===== config.mk =====
export PLATFORM = sky130hd
export DESIGN_NAME = sbs_bank_sizing
export DESIGN_NICKNAME = d
export VERILOG_FILES = /design/src/sbs_pkg.sv /design/src/sbs_addr_map.sv /design/src/sbs_bank_sizing.sv
export SDC_FILE = /design/constraint.sdc
export NUM_CORES = 1
export LEC_CHECK = 0
export BUFFER_PORTS_ARGS = -buffer_cell sky130_fd_sc_hd__buf_2
export CAP_MARGIN = 20
export CORE_MARGIN = 2
export CORE_UTILIZATION = 65
export DETAILED_ROUTE_END_ITERATION = 10
export PLACE_DENSITY = 0.9
export SLEW_MARGIN = 20
export SYNTH_ARGS = -nofsm -noshare
export SYNTH_HDL_FRONTEND = slang
export SYNTH_HIERARCHICAL = 1
export SYNTH_SLANG_ARGS = --single-unit
export TNS_END_PERCENT = 30

===== constraint.sdc =====
create_clock -name clk_sys -period 17.81 [get_ports clk_sys]
set_input_delay 1.781 -clock clk_sys [delete_from_list [all_inputs] [get_ports clk_sys]]
set_output_delay 1.781 -clock clk_sys [all_outputs]
set_load 0.05 [all_outputs]

===== src/sbs_pkg.sv =====
package sbs_pkg;

    // register offsets on the configuration port
    localparam logic [7:0]  SBS_OFS_CTRL     = 8'h10;
    localparam logic [7:0]  SBS_OFS_GEOM     = 8'h14;
    localparam logic [7:0]  SBS_OFS_ENDS     = 8'h18;
    localparam logic [7:0]  SBS_OFS_PAGES    = 8'h1C;

    // values after reset
    localparam logic [2:0]  SBS_MODE_RST     = 3'h0;
    localparam logic [15:0] SBS_GEOM_RST     = 16'h0000;
    localparam logic [31:0] SBS_ENDS_RST     = 32'h00000000;

    // command override field encodings
    localparam logic [2:0]  SBS_MODE_NORMAL  = 3'h0;
    localparam logic [2:0]  SBS_MODE_NOP     = 3'h1;
    localparam logic [2:0]  SBS_MODE_PRE_ALL = 3'h2;
    localparam logic [2:0]  SBS_MODE_LOAD    = 3'h3;
    localparam logic [2:0]  SBS_MODE_REFRESH = 3'h4;

    // field positions and widths
    localparam int          SBS_MODE_POS     = 0;
    localparam int          SBS_COL_POS      = 0;
    localparam int          SBS_IB4_POS      = 3;
    localparam int          SBS_NIB_W        = 4;
    localparam int          SBS_END_W        = 8;
    localparam int          SBS_END_EN_POS   = 7;
    localparam int          SBS_UNIT_LSB     = 22;
    localparam int          SBS_UNIT_W       = 7;
    localparam int          SBS_MA_PRE_POS   = 10;
    localparam int          SBS_ROW_LOW_W    = 11;

    localparam int          SBS_EXT_BANKS    = 4;
    localparam int          SBS_INT_BANKS    = 4;
    localparam int          SBS_PAGES        = SBS_EXT_BANKS * SBS_INT_BANKS;
    localparam int          SBS_ROW_W        = 13;
    localparam int          SBS_COL_W        = 11;
    localparam int          SBS_MA_W         = 13;

    typedef enum logic [2:0] {
        SBS_CMD_NOP      = 3'h0,
        SBS_CMD_PRE_ALL  = 3'h1,
        SBS_CMD_LOAD     = 3'h3,
        SBS_CMD_REFRESH  = 3'h2,
        SBS_CMD_ACC_OPEN = 3'h6,
        SBS_CMD_ACC_HIT  = 3'h7,
        SBS_CMD_ACC_SWAP = 3'h5
    } sbs_cmd_t;

    typedef struct packed {
        logic        valid;
        logic        write;
        logic [31:0] addr;
    } sbs_req_t;

    typedef struct packed {
        logic                 valid;
        sbs_cmd_t             cmd;
        logic                 write;
        logic [3:0]           cs;
        logic [1:0]           ib;
        logic [SBS_ROW_W-1:0] row;
        logic [SBS_MA_W-1:0]  col_ma;
    } sbs_cmd_pkt_t;

    typedef struct packed {
        logic                 hit;
        logic [1:0]           ext;
        logic [1:0]           ib;
        logic [SBS_ROW_W-1:0] row;
        logic [SBS_COL_W-1:0] col;
    } sbs_map_t;

    typedef struct packed {
        logic [2:0]                           mode;
        logic [15:0]                          geom;
        logic [31:0]                          ends;
        logic [SBS_PAGES-1:0]                 pt_valid;
        logic [SBS_PAGES-1:0][SBS_ROW_W-1:0]  pt_row;
        logic [31:0]                          rdata;
        sbs_cmd_pkt_t                         cmd;
    } sbs_state_t;

    // column count from the two-bit width code
    function automatic int sbs_cols(input logic [1:0] code);
        unique case (code)
            2'h0: sbs_cols = 8;
            2'h1: sbs_cols = 9;
            2'h2: sbs_cols = 11;
            2'h3: sbs_cols = 10;
        endcase
    endfunction : sbs_cols

endpackage : sbs_pkg


===== src/sbs_addr_map.sv =====
`timescale 1ns/1ps
module sbs_addr_map
    import sbs_pkg::*;
(
    input  wire logic [31:0] addr,
    input  wire logic [15:0] geom,
    input  wire logic [31:0] ends,
    output sbs_map_t         map
);

    always_comb begin
        logic [SBS_UNIT_W-1:0] unit;
        logic [SBS_UNIT_W-1:0] lo;
        logic [SBS_UNIT_W-1:0] endv;
        logic [3:0]            nib;
        logic [29:0]           low;
        logic [29:0]           rest;
        logic [29:0]           upper;
        logic [SBS_COL_W-1:0]  mask;
        int                    cols;
        map   = '0;
        lo    = '0;
        endv  = '0;
        nib   = '0;
        cols  = 0;
        mask  = '0;
        low   = '0;
        rest  = '0;
        upper = '0;
        unit  = addr[SBS_UNIT_LSB +: SBS_UNIT_W];
        // lowest enabled bank whose window holds the address wins
        for (int i = 0; i < SBS_EXT_BANKS; i++) begin
            endv = ends[SBS_END_W*i +: SBS_UNIT_W];
            if (ends[SBS_END_W*i + SBS_END_EN_POS]) begin
                if (!map.hit && unit >= lo && unit < endv) begin
                    map.hit = 1'b1;
                    map.ext = i[1:0];
                end
                lo = endv;
            end
        end
        nib  = geom[SBS_NIB_W*map.ext +: SBS_NIB_W];
        cols = sbs_cols(nib[SBS_COL_POS +: 2]);
        // column width only sets the page width, not the bank size
        mask = SBS_COL_W'((1 << cols) - 1);
        low  = addr[31:2];
        map.col = low[SBS_COL_W-1:0] & mask;
        // address bits above the true geometry alias onto the same cells
        rest  = low >> cols;
        map.ib[0]  = rest[0];
        map.row[SBS_ROW_LOW_W-2:0] = rest[SBS_ROW_LOW_W-1:1];
        upper = rest >> SBS_ROW_LOW_W;
        // upper row bits land on address bits 27-25 at maximum geometry
        if (nib[SBS_IB4_POS]) begin
            map.ib[1] = upper[0];
            map.row[SBS_ROW_W-1:SBS_ROW_LOW_W-1] = upper[3:1];
        end else begin
            map.ib[1] = 1'b0;
            map.row[SBS_ROW_W-1:SBS_ROW_LOW_W-1] = upper[2:0];
        end
    end

endmodule : sbs_addr_map


===== src/sbs_bank_sizing.sv =====
`timescale 1ns/1ps
module sbs_bank_sizing
    import sbs_pkg::*;
(
    input  wire logic         clk_sys,
    input  wire logic         rst,
    input  wire logic         reg_wr,
    input  wire logic         reg_rd,
    input  wire logic [7:0]   reg_addr,
    input  wire logic [31:0]  reg_wdata,
    output logic      [31:0]  reg_rdata,
    input  sbs_req_t          req,
    output logic              req_ready,
    output sbs_cmd_pkt_t      cmd_out
);

    sbs_state_t s_r;
    sbs_state_t s_nxt;
    sbs_map_t   map;
    logic [3:0] pg_idx;
    logic       pg_open;
    logic       pg_same;

    sbs_addr_map sbs_addr_map_inst (
        .addr (req.addr),
        .geom (s_r.geom),
        .ends (s_r.ends),
        .map  (map)
    );

    assign pg_idx    = {map.ext, map.ib};
    assign pg_open   = s_r.pt_valid[pg_idx];
    assign pg_same   = s_r.pt_row[pg_idx] == map.row;
    assign req_ready = ~rst;
    assign reg_rdata = s_r.rdata;
    assign cmd_out   = s_r.cmd;

    always_comb begin
        s_nxt           = s_r;
        s_nxt.cmd       = '0;
        // configuration port, one word per offset
        if (reg_wr) begin
            unique case (reg_addr)
                SBS_OFS_CTRL:
                    s_nxt.mode = reg_wdata[SBS_MODE_POS +: 3];
                SBS_OFS_GEOM: s_nxt.geom = reg_wdata[15:0];
                SBS_OFS_ENDS: s_nxt.ends = reg_wdata;
                default: ;
            endcase
        end
        if (reg_rd) begin
            unique case (reg_addr)
                SBS_OFS_CTRL:  s_nxt.rdata = {29'h0, s_r.mode};
                SBS_OFS_GEOM:  s_nxt.rdata = {16'h0, s_r.geom};
                SBS_OFS_ENDS:  s_nxt.rdata = s_r.ends;
                SBS_OFS_PAGES: s_nxt.rdata = {16'h0, s_r.pt_valid};
                default:       s_nxt.rdata = 32'h00000000;
            endcase
        end
        if (req.valid) begin
            s_nxt.cmd.write = req.write;
            unique case (s_r.mode)
                SBS_MODE_NORMAL: begin
                    if (map.hit) begin
                        s_nxt.cmd.valid  = 1'b1;
                        s_nxt.cmd.cs     = 4'(1 << map.ext);
                        s_nxt.cmd.ib     = map.ib;
                        s_nxt.cmd.row    = map.row;
                        s_nxt.cmd.col_ma = SBS_MA_W'(map.col);
                        // track the open row per internal bank
                        if (pg_open && pg_same) begin
                            s_nxt.cmd.cmd = SBS_CMD_ACC_HIT;
                        end else if (pg_open) begin
                            s_nxt.cmd.cmd = SBS_CMD_ACC_SWAP;
                        end else begin
                            s_nxt.cmd.cmd = SBS_CMD_ACC_OPEN;
                        end
                        s_nxt.pt_valid[pg_idx] = 1'b1;
                        s_nxt.pt_row[pg_idx]   = map.row;
                    end
                end
                SBS_MODE_PRE_ALL: begin
                    s_nxt.cmd.valid = 1'b1;
                    s_nxt.cmd.cmd   = SBS_CMD_PRE_ALL;
                    s_nxt.cmd.cs    = 4'hF;
                    s_nxt.cmd.col_ma[SBS_MA_PRE_POS] = 1'b1;
                    s_nxt.pt_valid  = '0;
                end
                SBS_MODE_LOAD: begin
                    s_nxt.cmd.valid = 1'b1;
                    s_nxt.cmd.cmd   = SBS_CMD_LOAD;
                    s_nxt.cmd.cs    = 4'hF;
                end
                SBS_MODE_REFRESH: begin
                    s_nxt.cmd.valid = 1'b1;
                    s_nxt.cmd.cmd   = SBS_CMD_REFRESH;
                    s_nxt.cmd.cs    = 4'hF;
                end
                default: begin
                    s_nxt.cmd.valid = 1'b1;
                    s_nxt.cmd.cmd   = SBS_CMD_NOP;
                    s_nxt.cmd.cs    = 4'hF;
                end
            endcase
        end
    end

    always_ff @(posedge clk_sys) begin
        if (rst) begin
            s_r          <= '0;
            s_r.mode     <= SBS_MODE_RST;
            s_r.geom     <= SBS_GEOM_RST;
            s_r.ends     <= SBS_ENDS_RST;
        end else begin
            s_r <= s_nxt;
        end
    end
endmodule : sbs_bank_sizing


==> summary.txt, run 1 <==
Mapped Area - 17100 sq um
minimum clock period after layout - 9.21 ns
max-slew violations - 0
layout cells sized above 1 - 17.1%
Setup TNS - 0 ns
number of antenna violations at the first check in global routing - 0
Seq/Total Area, Yosys - 40.0%
number of synthesized register bits - 342
total iterations of the first detailed-routing run - 6
CTS tree - yes
max_slew headroom - 21.5%
most area-consuming cells after synthesis - dfxtp_1, nand2_1, a21oi_1
CTS-repair resized insts - 0
fin nets - 2085
Crit Path Category - in -> reg
number of warning messages in the yosys log - 6
standard-cell rows - 59
vias after detailed routing - 14800
starting density of the core - 65.8%
Die W - 166 um
setup slack on the worst flop-to-flop path - 9.19 ns
post-synth top area cell - dfxtp_1
DRC - 0
top cell type's share of synthesized area - 40.0%
worst clock skew - 0.0191 ns
overflow left after global routing - 0
number of hold buffers added after CTS - 0
Pleak - 6.90 nW
number of maximum-capacitance constraint violations - 0
Yosys cell types - 74
wire length of the first global-routing pass - 73.7 mm
buffer depth of the longest clock path - 3
leading register cell type out of synthesis - dfxtp_1
number of buffers added for setup after CTS - 0
Clock Sinks - 342
worst vdd rail ir drop - 0.131 mV
RSZ-0062 raised after global routing - false
number of placed I/O pins - 148
result of the run - completed
number of instances in the synthesized netlist - 1989
slew at the pin with the worst max-slew slack - 1.17 ns
DP Wirelength - 29.6 mm
final hold viol count - 0
data arrival time at the worst-slack endpoint - 9.63 ns
category of the worst setup path launch point - input port
core area - 26000 sq um
total die area - 27600 sq um
setup-violating endpoint count in the final report - 0
layout-stage area growth over the synthesis result - 8.06%
Inserted Clock Buffers - 35
maximum number of pins on one net before global-route repair - 112
Hold Crit Class - reg -> reg
FFs w/ async S/R, synth - 0%
upper clock frequency limit - 109 MHz
highest fanout seen on the critical path - 35
setup slack of the critical path after layout - 8.60 ns
final period utilization - 51.7%
buffers added on ports - 140
average size of a mapped cell - 8.60 sq um
routability congestion estimate from global placement - 0.929
later-pin clock latency in the skew report - 0.53 ns
Clk pin slew, worst setup/hold paths - 0.06 ns
root cell of the clock tree - clkbuf_16
required time worst endpoint - 18.23 ns
CTS HTree Levels - 2
post-route antenna net violation count - 0
die height - 166 um
kind of end point of the critical path - register
vias in the first global route - 14400
number of diodes added for antenna fixing - 0
overall routing resource usage - 32.6%
final wirelength - 46.6 mm
routed wirelength normalized by instance count - 20.1 um
Setup WS pre-CTS - 8.54 ns
P per Cell Area - 88.7 nW/um^2
average via count per standard cell - 6.38
number of flops mapped to enable cells by yosys - 0
violation count after the first detailed-routing iteration - 1989
==> layout make-up <==
type / instances / area [sq um]
Sequential cell: 342 / 6850
Inverter: 36 / 135
Multi-Input combinational cell: 1379 / 8920
Clock inverter: 13 / 209
Fill cell: 1786 / 7500
Tap cell: 335 / 419
Clock buffer: 49 / 1060
Timing Repair Buffer: 165 / 897
==> Yosys cell counts, types with 33 or more instances <==
library cell	instances
nor2_1	158
mux2_2	37
clkbuf_1	103
a21oi_1	243
buf_4	86
nand2_1	416
mux4_2	39
dfxtp_1	342
nor2b_1	42
ha_1	48
inv_1	36
mux2i_1	121
buf_2	33
==> critical path, cell delays in order <==
cell,delay (ns)
buf_2,0.18
ha_1,0.34
a211o_1,0.26
a31oi_1,0.16
o221ai_1,0.25
nor3_1,0.71
mux2i_1,0.38
nand2_1,0.11
o21a_1,0.14
ha_1,0.20
o21bai_2,0.80
mux2i_1,0.28
nor2b_1,0.23
a211oi_4,0.24
buf_4,0.47
buf_4,0.57
nor2b_1,0.89
a22oi_1,0.22
a21o_1,0.23
a221oi_1,0.61
o2111ai_1,0.21
o31ai_2,0.33
==> stage by stage <==
stage | utilization, % | std cells | hold WS [ns] | power, W | instance area [sq um]
4_1_cts | 71.1 | 2319 | 0.452 | 0.00164 | 18500
5_1_grt | 71.1 | 2319 | 0.468 | 0.00168 | 18500
3_3_place_gp | 66.2 | 2257 | 0.437 | 0.000854 | 17200
2_1_floorplan | - | 1990 | 0.429 | 0.000832 | 17100
3_5_place_dp | 66.2 | 2257 | 0.444 | 0.000857 | 17200
6_report | 71.1 | 2319 | 0.453 | 0.00164 | 18500
==> cell families (layout without fill, tap and decap cells) <==
family,count (synthesis),count (layout),synth area share (%)
and+or+nand+nor,756,756,19.8
AOI/OAI and AO/OA,367,367,12.6
DFF,342,342,40.0
buffers and inverters,269,263,8.46
muxes,203,203,15.5
adders and majority gates,48,48,3.51
xor gates and xnor gates,3,3,0.154
other,1,2,0.0219
==> routing by layer <==
metal	up-vias	GRT usage (%)	part of all wire [%]
li1	6659	-	-
met1	6955	39.0	37
met2	948	53.5	47
met3	228	6.51	9.8
met4	0	21.6	6.6
met5	-	0	0
==> cell usage in the layout (no fill, tap or decap), drive strengths merged, types with 9 or more instances in the layout <==
cell    count
a22o       14
or3        12
ha         48
o21ai      28
dfxtp     342
nor2      159
nand2     416
mux4       44
mux2       38
nor4b       9
and2        9
nand2b      9
nand3      16
inv        37
nor3       13
a21oi     243
clkbuf     50
and3       32
mux2i     121
nor2b      42
buf       164
o21a       21
nand4      18
==> report_power, final <==
| group | internal [W] | switching (W) |
|---|---|---|
| Combinational | 0.0000237 | 0.0000534 |
| Sequential | 0.000765 | 0.000000235 |
| Clock | 0.000489 | 0.000308 |
==> final timing paths <==
check / cells past startpoint / start / endpoint
max: 22 / req[24] / cmd_out[34]$_SDFF_PP0_
min: 2 / register / register
max reg2reg: 22 / s_r[308]$_SDFFE_PP0P_ / cmd_out[34]$_SDFF_PP0_
min reg2reg: 2 / register / register
Power figures use the tool's default switching activity.
==> inputs of run 2 (changes only) <==
--- a/config.mk
+++ b/config.mk
@@ -8,9 +8,9 @@
 export BUFFER_PORTS_ARGS = -buffer_cell sky130_fd_sc_hd__buf_2
 export CAP_MARGIN = 20
 export CORE_MARGIN = 2
-export CORE_UTILIZATION = 65
+export CORE_UTILIZATION = 54
 export DETAILED_ROUTE_END_ITERATION = 10
-export PLACE_DENSITY = 0.9
+export PLACE_DENSITY = 0.8
 export SLEW_MARGIN = 20
 export SYNTH_ARGS = -nofsm -noshare
 export SYNTH_HDL_FRONTEND = slang
==> constraint.sdc (replaced) <==
create_clock -name clk_sys -period 8.2 [get_ports clk_sys]
set_input_delay 0.82 -clock clk_sys [delete_from_list [all_inputs] [get_ports clk_sys]]
set_output_delay 0.82 -clock clk_sys [all_outputs]
set_load 0.05 [all_outputs]
==> summary.txt, run 2 (synthesized netlist as in run 1, its figures left out) <==
routed wirelength normalized by instance count - 19.2 um (-4.3%)
Setup WS pre-CTS - 0.959 ns (-7.58 ns)
total iterations of the first detailed-routing run - 5 (-1)
hold path cells - 2 (unchanged)
setup-violating endpoint count in the final report - 0 (unchanged)
Die W - 182 um (+9.5%)
standard-cell rows - 65 (+10%)
final-layout fill cell count - 2612 (+46%)
RSZ-0062 raised after global routing - false
number of hold buffers added after CTS - 0 (unchanged)
maximum number of pins on one net before global-route repair - 109 (-2.7%)
P per Cell Area - 192 nW/um^2 (+120%)
Hold Crit Class - reg -> reg
post-route antenna net violation count - 0 (unchanged)
Setup TNS - 0 ns (unchanged)
highest fanout seen on the critical path - 24 (-31%)
most common library cell in the layout ignoring fill and taps - nand2_1
Placed Area - 17400 sq um (+0.89%)
buffer depth of the longest clock path - 3 (unchanged)
violation count after the first detailed-routing iteration - 1687 (-15%)
wire length of the first global-routing pass - 72.0 mm (-2.3%)
final wirelength - 46.1 mm (-1.2%)
max-slew violations - 0 (unchanged)
Inserted Clock Buffers - 36 (+2.9%)
Clk pin slew, worst setup/hold paths - 0.06 ns (about the same)
CTS tree - yes
final standard cell area without fillers - 18700 sq um (+0.89%)
routability congestion estimate from global placement - 0.918 (-1.2%)
worst clock skew - 0.0385 ns (+0.0193 ns)
Clock Sinks - 342 (unchanged)
Crit Path Category - reg -> reg
number of buffers added for setup after CTS - 0 (unchanged)
worst vdd rail ir drop - 0.134 mV (+2.3%)
number of antenna violations at the first check in global routing - 4 (+4)
later-pin clock latency in the skew report - 0.54 ns (about the same)
Pleak - 6.92 nW (+0.34%)
die height - 182 um (+9.5%)
category of the worst setup path launch point - register
total die area - 33100 sq um (+20%)
upper clock frequency limit - 138 MHz
average via count per standard cell - 6.04 (-5.4%)
number of placed I/O pins - 148 (unchanged)
required time worst endpoint - 8.65 ns (-9.58 ns)
overall routing resource usage - 27.1% (-5.5 points)
slew at the pin with the worst max-slew slack - 1.17 ns (-0.00693 ns)
DRC - 0 (unchanged)
kind of end point of the critical path - register
result of the run - completed
layout-stage area growth over the synthesis result - 9.02%
vias in the first global route - 13700 (-4.5%)
starting density of the core - 54.5% (-11 points)
fin nets - 2090 (+0.24%)
buffers added on ports - 140 (unchanged)
vias after detailed routing - 14500 (-2.3%)
overflow left after global routing - 0 (unchanged)
CTS-repair resized insts - 0 (unchanged)
FF-to-FF path depth - 23 (+4.5%)
layout cells sized above 1 - 17.1% (about the same)
highest-count cells in the layout ignoring fill and taps - nand2_1, dfxtp_1, a21oi_1
data arrival time at the worst-slack endpoint - 7.70 ns (-1.93 ns)
max_slew headroom - 22.0% (+0.46 points)
final hold viol count - 0 (unchanged)
core area - 31400 sq um (+21%)
DP Wirelength - 30.2 mm (+2.1%)
final period utilization - 88.3%
setup slack of the critical path after layout - 0.956 ns (-7.64 ns)
number of maximum-capacitance constraint violations - 0 (unchanged)
root cell of the clock tree - clkbuf_16
minimum clock period after layout - 7.24 ns
CTS HTree Levels - 2 (unchanged)
run 2: cell count changes in the layout (fill, tap and decap cells not counted), sizes merged:
cell,previous run,this run
inv,37,36
clkinv,7,10
buf,164,168
diode,0,4
bufinv,5,6
clkbuf,50,48
run 2: worst paths after layout:
check | slack [ns] | end | start
max | 0.96 | cmd_out[34]$_SDFF_PP0_ | s_r[308]$_SDFFE_PP0P_
min | 0.45 | register | register
max reg2reg | 0.96 | cmd_out[34]$_SDFF_PP0_ | s_r[308]$_SDFFE_PP0P_
min reg2reg | 0.45 | register | register
run 2: where the power goes:
part	internal [W]	switching, W	total [W]
logic	0.0000523	0.000115	0.000167
clock network	0.00106	0.000688	0.00175
registers	0.00166	0.000000474	0.00166
run 2: layer usage:
metal,vias to the layer above,part of all wire (%),global-route usage (%)
met4,0,4.4,12.2
met3,146,8.7,5.01
li1,6687,-,-
met2,689,47,44.8
met5,-,0,0
met1,6933,40,34.6
run 2: worst max-delay path: stages, from the launching register on:
cell       delay [ns]
dfxtp_1          0.62
mux2_2           0.42
mux2_2           0.27
ha_1             0.28
nor2b_1          0.04
o21ai_0          0.21
nand3_1          0.11
a221o_1          0.41
and2_1           0.21
or2_2            0.30
nand2_1          0.09
o21ai_0          0.14
ha_1             0.30
o21bai_2         0.54
mux2i_1          0.22
nor2b_1          0.20
a211oi_4         0.78
buf_12           0.28
and2_1           0.44
a22oi_1          0.18
a21o_1           0.22
a221oi_1         0.51
o2111ai_1        0.18
o31ai_2          0.20
run 2: final cells by class:
class                           count  area, sq um  share of cell area [%]
Multi-Input combinational cell   1379         8920                    47.8
Sequential cell                   342         6850                    36.7
Clock buffer                       47         1000                    5.38
Timing Repair Buffer              169          965                    5.17
Tap cell                          402          503                    2.70
Clock inverter                     16          270                    1.45
Inverter                           36          135                   0.724
Antenna cell                        4         10.0                  0.0537
run 2: through the flow:
stage	utilization (%)	power (W)	hold slack [ns]	std cells
finish	59.4	0.00358	0.451	2395
global route	59.4	0.00366	0.469	2395
CTS	59.4	0.00359	0.453	2391
detailed placement	55.3	0.00186	0.444	2328
global placement	55.3	0.00186	0.437	2328
floorplan	-	0.00181	0.429	1990
